==> config.mk <==
export PLATFORM = sky130hd
export DESIGN_NAME = bps_bridge_primary_status
export DESIGN_NICKNAME = d
export VERILOG_FILES = /design/src/bps_pkg.sv /design/src/bps_bridge_primary_status.sv /design/src/bps_cfg_decode.sv /design/src/bps_commit_track.sv
export SDC_FILE = /design/constraint.sdc
export NUM_CORES = 1
export LEC_CHECK = 0
export ABC_AREA = 1
export ABC_CLOCK_PERIOD_IN_PS = 6800
export BUFFER_PORTS_ARGS = -buffer_cell sky130_fd_sc_hd__buf_2
export CAP_MARGIN = 5
export CORE_UTILIZATION = 48
export CTS_CLUSTER_DIAMETER = 100
export DETAILED_ROUTE_END_ITERATION = 12
export PLACE_DENSITY = 0.84
export SETUP_SLACK_MARGIN = 0.02
export SLEW_MARGIN = 20
export SYNTH_ARGS = -nofsm -noshare
export SYNTH_HDL_FRONTEND = slang
export SYNTH_HIERARCHICAL = 1
export SYNTH_SLANG_ARGS = --single-unit
==> constraint.sdc <==
create_clock -name sys_clk -period 6.8 [get_ports sys_clk]
set_input_delay 0.68 -clock sys_clk [delete_from_list [all_inputs] [get_ports sys_clk]]
set_output_delay 0.68 -clock sys_clk [all_outputs]
set_load 0.01 [all_outputs]
==> src/bps_pkg.sv <==
// Constants, field layout and the identifier helper function of the primary status register block.
package bps_pkg;

    // Register placement and bus command codes.
    localparam logic [7:0]  BPS_REG_OFFSET   = 8'h84;
    localparam logic [3:0]  BPS_CMD_CFG_RD   = 4'hA;
    localparam logic [3:0]  BPS_CMD_CFG_WR   = 4'hB;
    localparam logic [1:0]  BPS_CFG_TYPE0    = 2'h0;

    // Field positions inside the 32-bit status word.
    localparam int          BPS_FUNC_LSB     = 0;
    localparam int          BPS_DEV_LSB      = 3;
    localparam int          BPS_BUS_LSB      = 8;
    localparam int          BPS_BIT_64       = 16;
    localparam int          BPS_BIT_133      = 17;
    localparam int          BPS_BIT_DISCARD  = 18;
    localparam int          BPS_BIT_UNEXP    = 19;
    localparam int          BPS_BIT_OVERRUN  = 20;
    localparam int          BPS_BIT_DELAYED  = 21;
    localparam int          BPS_RSVD_LSB     = 22;
    localparam int          BPS_FLAG_BYTE    = 2;

    // Values after reset and fixed values.
    localparam logic [2:0]  BPS_FUNC_NUM     = 3'h0;
    localparam logic [4:0]  BPS_DEV_RST      = 5'h00;
    localparam logic [3:0]  BPS_FLAGS_RST    = 4'h0;
    localparam logic [31:0] BPS_RDATA_RST    = 32'h0000_0000;
    localparam logic [16:0] BPS_OUTST_RST    = 17'h0_0000;
    localparam logic        BPS_NO_64BIT     = 1'b0;
    localparam logic [9:0]  BPS_RSVD_VAL     = 10'h000;

    // Commitment limit value that disables the space check.
    localparam logic [15:0] BPS_LIMIT_ALL    = 16'hFFFF;

    // Builds a bus/device/function identifier.
    function automatic logic [15:0] bps_make_id(input logic [7:0] bus,
                                                input logic [4:0] dev,
                                                input logic [2:0] func);
        bps_make_id = {bus, dev, func};
    endfunction

endpackage
==> src/bps_bridge_primary_status.sv <==
// Primary-side bridge status register with device number capture and split flags.
//
// Operation
// - Bits 2:0 show the bridge's own function number, which is zero after reset.
// - A configuration write addressed to the bridge loads bits 7:3 from address bits 15:11.
// - A write counts as addressed only with write command, select, type 0 and function match.
// - Bits 15:8 read back the primary bus number held in the type 1 header.
// - The completer ID of split completions is built from bus, device and function numbers.
// - Bit 16 always reads 0 since the primary side has no 64-bit support.
// - Bit 17 reads 0 in forward mode and 1 in reverse mode.
// - In forward mode bit 18 sets on a discarded split completion; in reverse it reads 0.
// - In reverse mode bit 19 sets on an unexpected completion carrying our own ID.
// - Bit 20 sets when a split completion is cut short because the buffer is full.
// - Bit 21 sets when a split request is held back by the commitment limit.
// - The commitment limit bounds outstanding split requests, and all ones disables it.
`timescale 1ns/10ps
module bps_bridge_primary_status import bps_pkg::*; (
    // Clock and reset.
    input  wire logic        sys_clk,
    input  wire logic        sys_rst,
    // Bridge direction strap, high for reverse mode.
    input  wire logic        reverse_mode,
    // Primary bus number from the type 1 header.
    input  wire logic [7:0]  prim_bus_num,
    // Configuration access, address and data presented in one cycle.
    input  wire logic        cfg_start,
    input  wire logic [3:0]  cfg_cmd,
    input  wire logic        cfg_idsel,
    input  wire logic [31:0] cfg_addr,
    input  wire logic [31:0] cfg_wdata,
    input  wire logic [3:0]  cfg_byte_en,
    // Read answer.
    output logic             cfg_rvalid,
    output logic [31:0]      cfg_rdata,
    // Split completion events on the primary bus.
    input  wire logic        cpl_discard,
    input  wire logic        cpl_overrun,
    input  wire logic        cpl_in_valid,
    input  wire logic [15:0] cpl_in_req_id,
    input  wire logic        cpl_in_expected,
    // Completer ID for our own split completions.
    output logic [15:0]      completer_id,
    // Split request forwarding to the primary bus.
    input  wire logic [15:0] commit_limit,
    input  wire logic        sreq_valid,
    input  wire logic [15:0] sreq_adq,
    output logic             sreq_grant,
    input  wire logic        sret_valid,
    input  wire logic [15:0] sret_adq
);

    // Decode and commitment tracker results.
    logic        wr_hit;
    logic        rd_hit;
    logic        reg_hit;
    logic [4:0]  addr_dev;
    logic        sreq_delayed;
    logic [16:0] outstanding;

    // Register state.
    logic [4:0]  dev_num_ff;
    logic [4:0]  nxt_dev_num;
    logic        discard_ff;
    logic        nxt_discard;
    logic        unexp_ff;
    logic        nxt_unexp;
    logic        overrun_ff;
    logic        nxt_overrun;
    logic        delayed_ff;
    logic        nxt_delayed;
    logic        rvalid_ff;
    logic        nxt_rvalid;
    logic [31:0] rdata_ff;
    logic [31:0] nxt_rdata;

    // Combinational helpers.
    logic [31:0] status_word;
    logic [15:0] own_id;
    logic        flag_wr;
    logic        unexp_hit;

    bps_cfg_decode u_decode (
        .cfg_start (cfg_start),
        .cfg_cmd   (cfg_cmd),
        .cfg_idsel (cfg_idsel),
        .cfg_addr  (cfg_addr),
        .wr_hit    (wr_hit),
        .rd_hit    (rd_hit),
        .reg_hit   (reg_hit),
        .addr_dev  (addr_dev)
    );

    bps_commit_track u_track (
        .sys_clk      (sys_clk),
        .sys_rst      (sys_rst),
        .commit_limit (commit_limit),
        .sreq_valid   (sreq_valid),
        .sreq_adq     (sreq_adq),
        .sreq_grant   (sreq_grant),
        .sreq_delayed (sreq_delayed),
        .sret_valid   (sret_valid),
        .sret_adq     (sret_adq),
        .outstanding  (outstanding)
    );

    always_comb begin
        own_id       = bps_make_id(prim_bus_num, dev_num_ff, BPS_FUNC_NUM);
        completer_id = own_id;
        // The flag byte must be enabled, so a write to the low bytes keeps flags.
        flag_wr      = wr_hit && reg_hit && cfg_byte_en[BPS_FLAG_BYTE];
        unexp_hit    = cpl_in_valid && !cpl_in_expected
                       && (cpl_in_req_id == own_id);

        status_word = 32'h0000_0000;
        status_word[BPS_FUNC_LSB +: 3]  = BPS_FUNC_NUM;
        status_word[BPS_DEV_LSB +: 5]   = dev_num_ff;
        status_word[BPS_BUS_LSB +: 8]   = prim_bus_num;
        status_word[BPS_BIT_64]         = BPS_NO_64BIT;
        status_word[BPS_BIT_133]        = reverse_mode;
        status_word[BPS_BIT_DISCARD]    = discard_ff && !reverse_mode;
        status_word[BPS_BIT_UNEXP]      = unexp_ff && reverse_mode;
        status_word[BPS_BIT_OVERRUN]    = overrun_ff;
        status_word[BPS_BIT_DELAYED]    = delayed_ff;
        status_word[31:BPS_RSVD_LSB]    = BPS_RSVD_VAL;
    end

    // Device number and the four sticky flags; a set in the clearing cycle wins.
    always_comb begin
        nxt_dev_num = wr_hit ? addr_dev : dev_num_ff;
        nxt_discard = discard_ff;
        nxt_unexp   = unexp_ff;
        nxt_overrun = overrun_ff;
        nxt_delayed = delayed_ff;
        if (flag_wr) begin
            if (cfg_wdata[BPS_BIT_DISCARD]) begin
                nxt_discard = 1'b0;
            end
            if (cfg_wdata[BPS_BIT_UNEXP]) begin
                nxt_unexp = 1'b0;
            end
            if (cfg_wdata[BPS_BIT_OVERRUN]) begin
                nxt_overrun = 1'b0;
            end
            if (cfg_wdata[BPS_BIT_DELAYED]) begin
                nxt_delayed = 1'b0;
            end
        end
        if (cpl_discard) begin
            nxt_discard = 1'b1;
        end
        if (unexp_hit) begin
            nxt_unexp = 1'b1;
        end
        if (cpl_overrun) begin
            nxt_overrun = 1'b1;
        end
        if (sreq_delayed) begin
            nxt_delayed = 1'b1;
        end
        // A flag that is read-only in this mode is held at zero.
        if (reverse_mode) begin
            nxt_discard = 1'b0;
        end else begin
            nxt_unexp = 1'b0;
        end
    end

    // Read answer, one cycle after the address phase.
    always_comb begin
        nxt_rvalid = rd_hit && reg_hit;
        nxt_rdata  = (rd_hit && reg_hit) ? status_word : BPS_RDATA_RST;
    end

    always_ff @(posedge sys_clk) begin
        if (sys_rst) begin
            dev_num_ff <= BPS_DEV_RST;
            discard_ff <= BPS_FLAGS_RST[0];
            unexp_ff   <= BPS_FLAGS_RST[1];
            overrun_ff <= BPS_FLAGS_RST[2];
            delayed_ff <= BPS_FLAGS_RST[3];
            rvalid_ff  <= 1'b0;
            rdata_ff   <= BPS_RDATA_RST;
        end else begin
            dev_num_ff <= nxt_dev_num;
            discard_ff <= nxt_discard;
            unexp_ff   <= nxt_unexp;
            overrun_ff <= nxt_overrun;
            delayed_ff <= nxt_delayed;
            rvalid_ff  <= nxt_rvalid;
            rdata_ff   <= nxt_rdata;
        end
    end

    assign cfg_rvalid = rvalid_ff;
    assign cfg_rdata  = rdata_ff;
endmodule

==> src/bps_cfg_decode.sv <==
// Decoder for configuration cycles aimed at the bridge and its status register.
`timescale 1ns/10ps
module bps_cfg_decode import bps_pkg::*; (
    // Address phase.
    input  wire logic        cfg_start,
    input  wire logic [3:0]  cfg_cmd,
    input  wire logic        cfg_idsel,
    input  wire logic [31:0] cfg_addr,
    // Decode results.
    output logic             wr_hit,
    output logic             rd_hit,
    output logic             reg_hit,
    output logic [4:0]       addr_dev
);

    logic self_sel;

    always_comb begin
        // Type 0 with our select line and function number.
        self_sel = cfg_start && cfg_idsel
                   && (cfg_addr[1:0] == BPS_CFG_TYPE0)
                   && (cfg_addr[10:8] == BPS_FUNC_NUM);
        wr_hit   = self_sel && (cfg_cmd == BPS_CMD_CFG_WR);
        rd_hit   = self_sel && (cfg_cmd == BPS_CMD_CFG_RD);
        reg_hit  = (cfg_addr[7:2] == BPS_REG_OFFSET[7:2]);
        addr_dev = cfg_addr[15:11];
    end

endmodule

==> src/bps_commit_track.sv <==
// Tracker of outstanding forwarded split requests against the commitment limit.
`timescale 1ns/10ps
module bps_commit_track import bps_pkg::*; (
    // Clock and reset.
    input  wire logic        sys_clk,
    input  wire logic        sys_rst,
    // Limit in ADQ units.
    input  wire logic [15:0] commit_limit,
    // Split request offered for forwarding.
    input  wire logic        sreq_valid,
    input  wire logic [15:0] sreq_adq,
    output logic             sreq_grant,
    output logic             sreq_delayed,
    // Space handed back when a forwarded request completes.
    input  wire logic        sret_valid,
    input  wire logic [15:0] sret_adq,
    // Current commitment.
    output logic [16:0]      outstanding
);

    logic [16:0] outst_ff;
    logic [16:0] nxt_outst;
    logic [17:0] want;
    logic [16:0] freed;

    always_comb begin
        want = {1'b0, outst_ff} + {2'b00, sreq_adq};
        // All ones lets any request through, whatever is committed.
        sreq_grant = sreq_valid && ((commit_limit == BPS_LIMIT_ALL)
                     || (want <= {2'b00, commit_limit}));
        sreq_delayed = sreq_valid && !sreq_grant;
        freed = sret_valid ? {1'b0, sret_adq} : 17'h0_0000;
        nxt_outst = outst_ff;
        if (sreq_grant) begin
            // Saturates so an unlimited setting cannot wrap the count.
            nxt_outst = want[17] ? 17'h1_FFFF : want[16:0];
        end
        nxt_outst = (nxt_outst > freed) ? (nxt_outst - freed) : BPS_OUTST_RST;
    end

    always_ff @(posedge sys_clk) begin
        if (sys_rst) begin
            outst_ff <= BPS_OUTST_RST;
        end else begin
            outst_ff <= nxt_outst;
        end
    end

    assign outstanding = outst_ff;

endmodule

==> results of run 1 <==
final timing paths:
check / startpoint / end / slack [ns] / cells after the start
max reg2reg: u_track/outstanding[0]$_SDFF_PP0_ / u_track/outstanding[16]$_SDFF_PP0_ / 1.25 / 33
min reg2reg: overrun_ff$_SDFFE_PP0P_ / cfg_rdata[20]$_SDFF_PP0_ / 0.42 / 2
max: sreq_adq[0] / u_track/outstanding[16]$_SDFF_PP0_ / 1.08 / 34
min: overrun_ff$_SDFFE_PP0P_ / cfg_rdata[20]$_SDFF_PP0_ / 0.42 / 2
worst min-delay path, stage by stage (launching register included):
cell and delay [ns]:
dfxtp_1 0.32, inv_1 0.04, nor2_1 0.03
layout by cell type (no fill, tap or decap), types with 18 or more instances in the layout:
cell | synthesis | routed
nand2_1 | 164 | 164
nor2_1 | 75 | 75
dfxtp_1 | 45 | 45
a21oi_1 | 36 | 36
nand3_1 | 21 | 21
ha_1 | 48 | 48
buf_2 | 0 | 140
xor2_1 | 18 | 18
inv_1 | 112 | 112
o21ai_0 | 28 | 28
kinds of logic (layout without fill, tap and decap cells):
logic type | count (synthesis) | count (layout) | synth area share, %
flip-flops | 45 | 45 | 20.69
AND/OR/NAND/NOR | 301 | 301 | 29.60
AO/OA/AOI/OAI | 88 | 88 | 11.38
other | 1 | 17 | 0.08612
buffers and inverters | 161 | 267 | 17.70
XOR/XNOR | 29 | 29 | 5.833
adder cells (fa/ha/maj) | 50 | 50 | 14.71
final cells by class:
type	instances	area (µm²)
Clock buffer	6	72.57
Clock inverter	2	38.79
Fill cell	842	3726
Inverter	119	446.7
Multi-Input combinational cell	485	2743
Sequential cell	45	900.9
Tap cell	108	135.1
Timing Repair Buffer	140	700.7
power by group through the flow:
stage / Clock [mW] / Sequential, mW / Combinational (mW)
after floorplan: 0 / 0.316 / 1.01
after global placement: 0 / 0.321 / 1.18
after detailed placement: 0 / 0.323 / 1.20
after CTS: 0.201 / 0.317 / 1.22
after global routing: 0.213 / 0.320 / 1.41
final: 0.198 / 0.317 / 1.23
per-layer routing:
| metal | up-vias | global-route usage, % | part of all wire, % |
|---|---|---|---|
| met3 | 7 | 2.950 | 4.8 |
| met2 | 115 | 39.22 | 48 |
| li1 | 2319 | - | - |
| met4 | 0 | 4.186 | 0.87 |
| met1 | 1855 | 26.34 | 47 |
| met5 | - | 0 | 0 |
registers in the layout, indices dropped and copies added, names as in the netlist:
| name | flops |
|---|---|
| cfg_rdata | 18 |
| u_track/outstanding | 17 |
| dev_num_ff | 5 |
| cfg_rvalid | 1 |
| delayed_ff | 1 |
| discard_ff | 1 |
| overrun_ff | 1 |
| unexp_ff | 1 |
==> results_dict.tcl, run 1 <==
set metrics [dict create \
    hp-class "flip-flop to flip-flop" \
    fmax_ghz 0.1748 \
    totalWireLength_um 9855 \
    irDropWorstVdd_mv 0.1489 \
    drtIter0Drc 137 \
    power.density_nw_per_um2 346.0 \
    place_area_um2 4926 \
    drive_gt1_share_pct 21.96 \
    fin_crit_ns 5.722 \
    slowest_stage "fa_1" \
    ys_warn_count 6 \
    grt_pass1_wl_um 16710 \
    yosysMostFrequentCell "nand2_1" \
    maxSlewViolCount 0 \
    h-tree-depth 2 \
    gp_congestion 0.9030 \
    synth_top_area_share_pct 20.69 \
    syn_area_per_cell_um2 6.451 \
    dp_hpwl_um 8468 \
    p_sw_mw 0.8551 \
    ys_seq_elements 45 \
    synth-main-ff-cell "dfxtp_1" \
    path_buf_inv 6 \
    via_per_inst 4.747 \
    cts_sinks 45 \
    ant_nets 0 \
    io_pins 205 \
    die_w_um 97.24 \
    hold_buffers 0 \
    cpLargestDelayFamily "adder cells" \
    internal-power_mw 0.8876 \
    path_common_cell "nand2_1" \
    cts_tree "yes" \
    synth_area_um2 4354 \
    seq_power_share_pct 18.2 \
    final_util_pct 57.48 \
    synth_edf_count 0 \
    first_pass_iters 4 \
    path_max_fanout 27 \
    overflow 0 \
    cts_root_buf "clkbuf_8" \
    dieHeight_um 97.24 \
    io_buffers 140 \
    arrival_ns 5.89 \
    grt_max_degree 28 \
    avgRoutedWirePerCell_um 10.89 \
    clockPowerShare_pct 11.3 \
    synth_area_leader_cell "dfxtp_1" \
    async_flop_share_pct 0 \
    vias 4296 \
    ys_seq_area_share_pct 20.69 \
    nets 1001 \
    core_region_area_um2 8763 \
    area_delta_synth_final_pct 15.69 \
    hold_slack_ns 0.4249 \
    p_total_mw 1.743 \
    ctsResizeCount 0 \
    combPwrFrac_pct 70.5 \
    ys_types 37 \
    skew_ns 0.01443 \
    die_area_um2 9456 \
    path_class "primary input to flip-flop" \
    design_area_um2 5037 \
    cts_max_path_buffers 2 \
    dpl_worst_slack_ns 0.8964 \
    fin_setup_tns_ns 0 \
    setup_ws_ns 1.078 \
    cp_slowest_stage_delay_ns 0.44 \
    end_kind "flip-flop" \
    hold_violations 0 \
    grt_pass1_vias 3975 \
    p_leak_nw 2.971 \
    post-place-cells 897 \
    rsz0062_at_grt "false" \
    syn_inst 675 \
    start_kind "primary input" \
    setup_viol 0 \
    status "complete, no violations" \
    drcViolationCount 0 \
    antenna_found_initial 0 \
    fin_crit_sh_pct 84.14 \
    post_cts_buffers 0 \
    cp.required_ns 6.97 \
    stdcell_count 905 \
    rows 34 \
    start_util_pct 49.69 \
    antennaDiodeCount 0 \
    synth_common_cells "nand2_1, inv_1, nor2_1, ha_1, dfxtp_1" \
    numCtsBuffers 5 \
    drv_cap 0 \
    synth_area_leaders "dfxtp_1, nand2_1, ha_1, inv_1, nor2_1" \
    grt_use_total_pct 21.29 \
    clkLatencyLatePin_ns 0.29 \
    path_clk_slew_ns 0.09 \
    p_sw_share_pct 49.07 \
]
(Power assumes the default switching activity.)
==> inputs of run 2 (changes only) <==
- ABC_AREA: 1 -> 0
- ABC_CLOCK_PERIOD_IN_PS: 6800 -> 6000
- PLACE_DENSITY: 0.84 -> 0.85
- clock period: 6.8 -> 6 ns (I/O delays scaled with it)
==> run 2 against run 1 <==
Net effect:
- hold slack improved by 0.046 ns
- worst setup slack worse by 0.88 ns
- first-iteration DRC count is 5.1% higher
- non-clock buffer count grew 45
- global-route usage rose by 1.6 points
- total power rose by 35%
- via count down 2.5%
- sequential share of layout area shrank 1.1 points
- cell area grew 6.6%
- count of clock-buffer cells in the layout is the same
- final cell count fell by 13%
- area after synthesis down 2.5%
==> results_dict.tcl, run 2 <==
set metrics [dict create \
    status "complete, no violations" \
    final_util_pct 64.04 \
    h-tree-depth 2 \
    fin_crit_ns 5.798 \
    skew_ns 0.01355 \
    grt_use_total_pct 22.91 \
    synth_edf_count 0 \
    antennaDiodeCount 0 \
    drv_cap 0 \
    design_area_um2 5368 \
    overflow 0 \
    ant_nets 0 \
    drtIter0Drc 144 \
    grt_max_degree 20 \
    synth_top_area_share_pct 21.21 \
    slowest_stage "fa_2" \
    end_kind "flip-flop" \
    hold_violations 0 \
    antenna_found_initial 0 \
    synth-main-ff-cell "dfxtp_1" \
    ys_seq_elements 45 \
    area_delta_synth_final_pct 26.40 \
    via_per_inst 5.303 \
    seq_area_um2 900.9 \
    power.density_nw_per_um2 437.6 \
    die_area_um2 9228 \
    irDropWorstVdd_mv 0.1893 \
    path_clk_slew_ns 0.09 \
    arrival_ns 5.99 \
    setup_viol 0 \
    maxSlewViolCount 0 \
    hp-class "flip-flop to flip-flop" \
    cts_root_buf "clkbuf_8" \
    cts_max_path_buffers 2 \
    ys_seq_area_share_pct 21.21 \
    syn_area_per_cell_um2 8.182 \
    synth_area_leader_cell "dfxtp_1" \
    yosysMostFrequentCell "ha_1" \
    io_buffers 140 \
    fin_setup_tns_ns 0 \
    vias 4189 \
    ys_warn_count 6 \
    dpl_worst_slack_ns -0.3060 \
    layout_common_cells "buf_2, nand2_1, dfxtp_1, ha_1, buf_4" \
    largest_reg_flops 18 \
    die_w_um 96.06 \
    fillCellCount 708 \
    path_max_fanout 8 \
    dieHeight_um 96.06 \
    first_pass_iters 4 \
    rows 33 \
    place_area_um2 5132 \
    fin_crit_sh_pct 96.63 \
    layout_commonest_cell "buf_2" \
    grt_pass1_vias 3920 \
    core_region_area_um2 8382 \
    grt_pass1_wl_um 16670 \
    cts_sinks 45 \
    synth_area_leaders "dfxtp_1, ha_1, buf_4, xnor2_1, mux2i_1" \
    totalWireLength_um 11330 \
    cpLargestDelayFamily "compound AO/OA/AOI/OAI gates" \
    start_util_pct 50.66 \
    numCtsBuffers 5 \
    hold_buffers 0 \
    avgRoutedWirePerCell_um 14.34 \
    synth_common_cells "ha_1, nand2_1, dfxtp_1, nor2_1, inv_1" \
    ys_types 70 \
    clkLatencyLatePin_ns 0.30 \
    io_pins 205 \
    drcViolationCount 0 \
    nets 889 \
    setup_ws_ns 0.2025 \
    multiInputGateArea_um2 3035 \
    path_buf_inv 2 \
    rsz0062_at_grt "false" \
    syn_inst 519 \
    drive_gt1_share_pct 33.72 \
    gp_congestion 0.8841 \
    path_class "primary input to flip-flop" \
    cts_tree "yes" \
    cp_slowest_stage_delay_ns 0.42 \
    fmax_ghz 0.1725 \
    p_leak_nw 2.741 \
    tightest_slew_ns 1.042 \
    maxSlewHeadroom_pct 30.03 \
    synth_area_um2 4247 \
    cp.required_ns 6.19 \
    dp_hpwl_um 9228 \
    async_flop_share_pct 0 \
    start_kind "primary input" \
]
run 2: changes by cell type after synthesis, moves of 9 or more:
cell / before / now
xor2_1: 18 / 7
and2_1: 1 / 28
nand3_1: 21 / 4
inv_1: 112 / 39
nor2_1: 75 / 42
mux2i_1: 0 / 23
nand2_1: 164 / 46
o21ai_0: 28 / 13
xnor2_1: 11 / 29
nor2_2: 10 / 1
run 2: path summary, 6_finish.rpt:
path	start	to	slack (ns)	cells past startpoint
worst max register to register	u_track/outstanding[0]$_SDFF_PP0_	u_track/outstanding[2]$_SDFF_PP0_	0.25	25
worst max-delay path	sreq_adq[0]	u_track/outstanding[2]$_SDFF_PP0_	0.20	26
worst min-delay path	unexp_ff$_SDFFE_PP0P_	unexp_ff$_SDFFE_PP0P_	0.47	2
worst min register to register	unexp_ff$_SDFFE_PP0P_	unexp_ff$_SDFFE_PP0P_	0.47	2
run 2: layout make-up:
cell class / count / share of cell area, %
clock buffers: 6 / 1.352
clock inverters: 2 / 0.7226
inverters: 39 / 2.727
multi-input cells: 408 / 56.55
flip-flops and latches: 45 / 16.78
well taps: 105 / 2.448
repair buffers: 185 / 19.42
run 2: logic make-up after synthesis:
logic type	Yosys count	synth area share [%]
other	1	0.08831
DFF	45	21.21
buffers and inverters	83	11.14
adders and majority gates	50	15.09
muxes	25	6.040
and+or+nand+nor	181	22.19
xor gates and xnor gates	36	7.425
AOI/OAI and AO/OA	98	16.82
run 2: report_power, final:
group / internal (mW) / switching, mW / total [mW]
Clock: 0.125 / 0.107 / 0.232
Sequential: 0.338 / 0.0262 / 0.364
Combinational: 0.859 / 0.894 / 1.75
run 2: through the flow:
step / total power, mW / instances / hold WS [ns]
finish: 2.349 / 790 / 0.4709
global route: 2.548 / 790 / 0.4972
CTS: 2.222 / 786 / 0.4672
detailed placement: 1.981 / 778 / 0.4535
global placement: 1.918 / 778 / 0.4349
floorplan: 1.521 / 535 / 0.4235
run 2: timing repair:
action / in CTS / in global routing
pin swaps: 1 / 18
setup endpoints to repair: 13 / 17
gates cloned: 0 / 1
gates resized for setup: 1 / 23
buffers inserted: 0 / 3
run 2: metal layers:
metal	GRT usage (%)	vias to the layer above	part of all wire, %
met5	0	-	0
met4	6.219	0	1.6
met3	3.476	19	6.4
met2	42.43	163	51
met1	27.14	1914	41
li1	-	2093	-
run 2: worst min-delay path, cell delays in order (launching register included):
cell     delay (ns)
dfxtp_1        0.32
nand2_1        0.06
a21oi_1        0.05
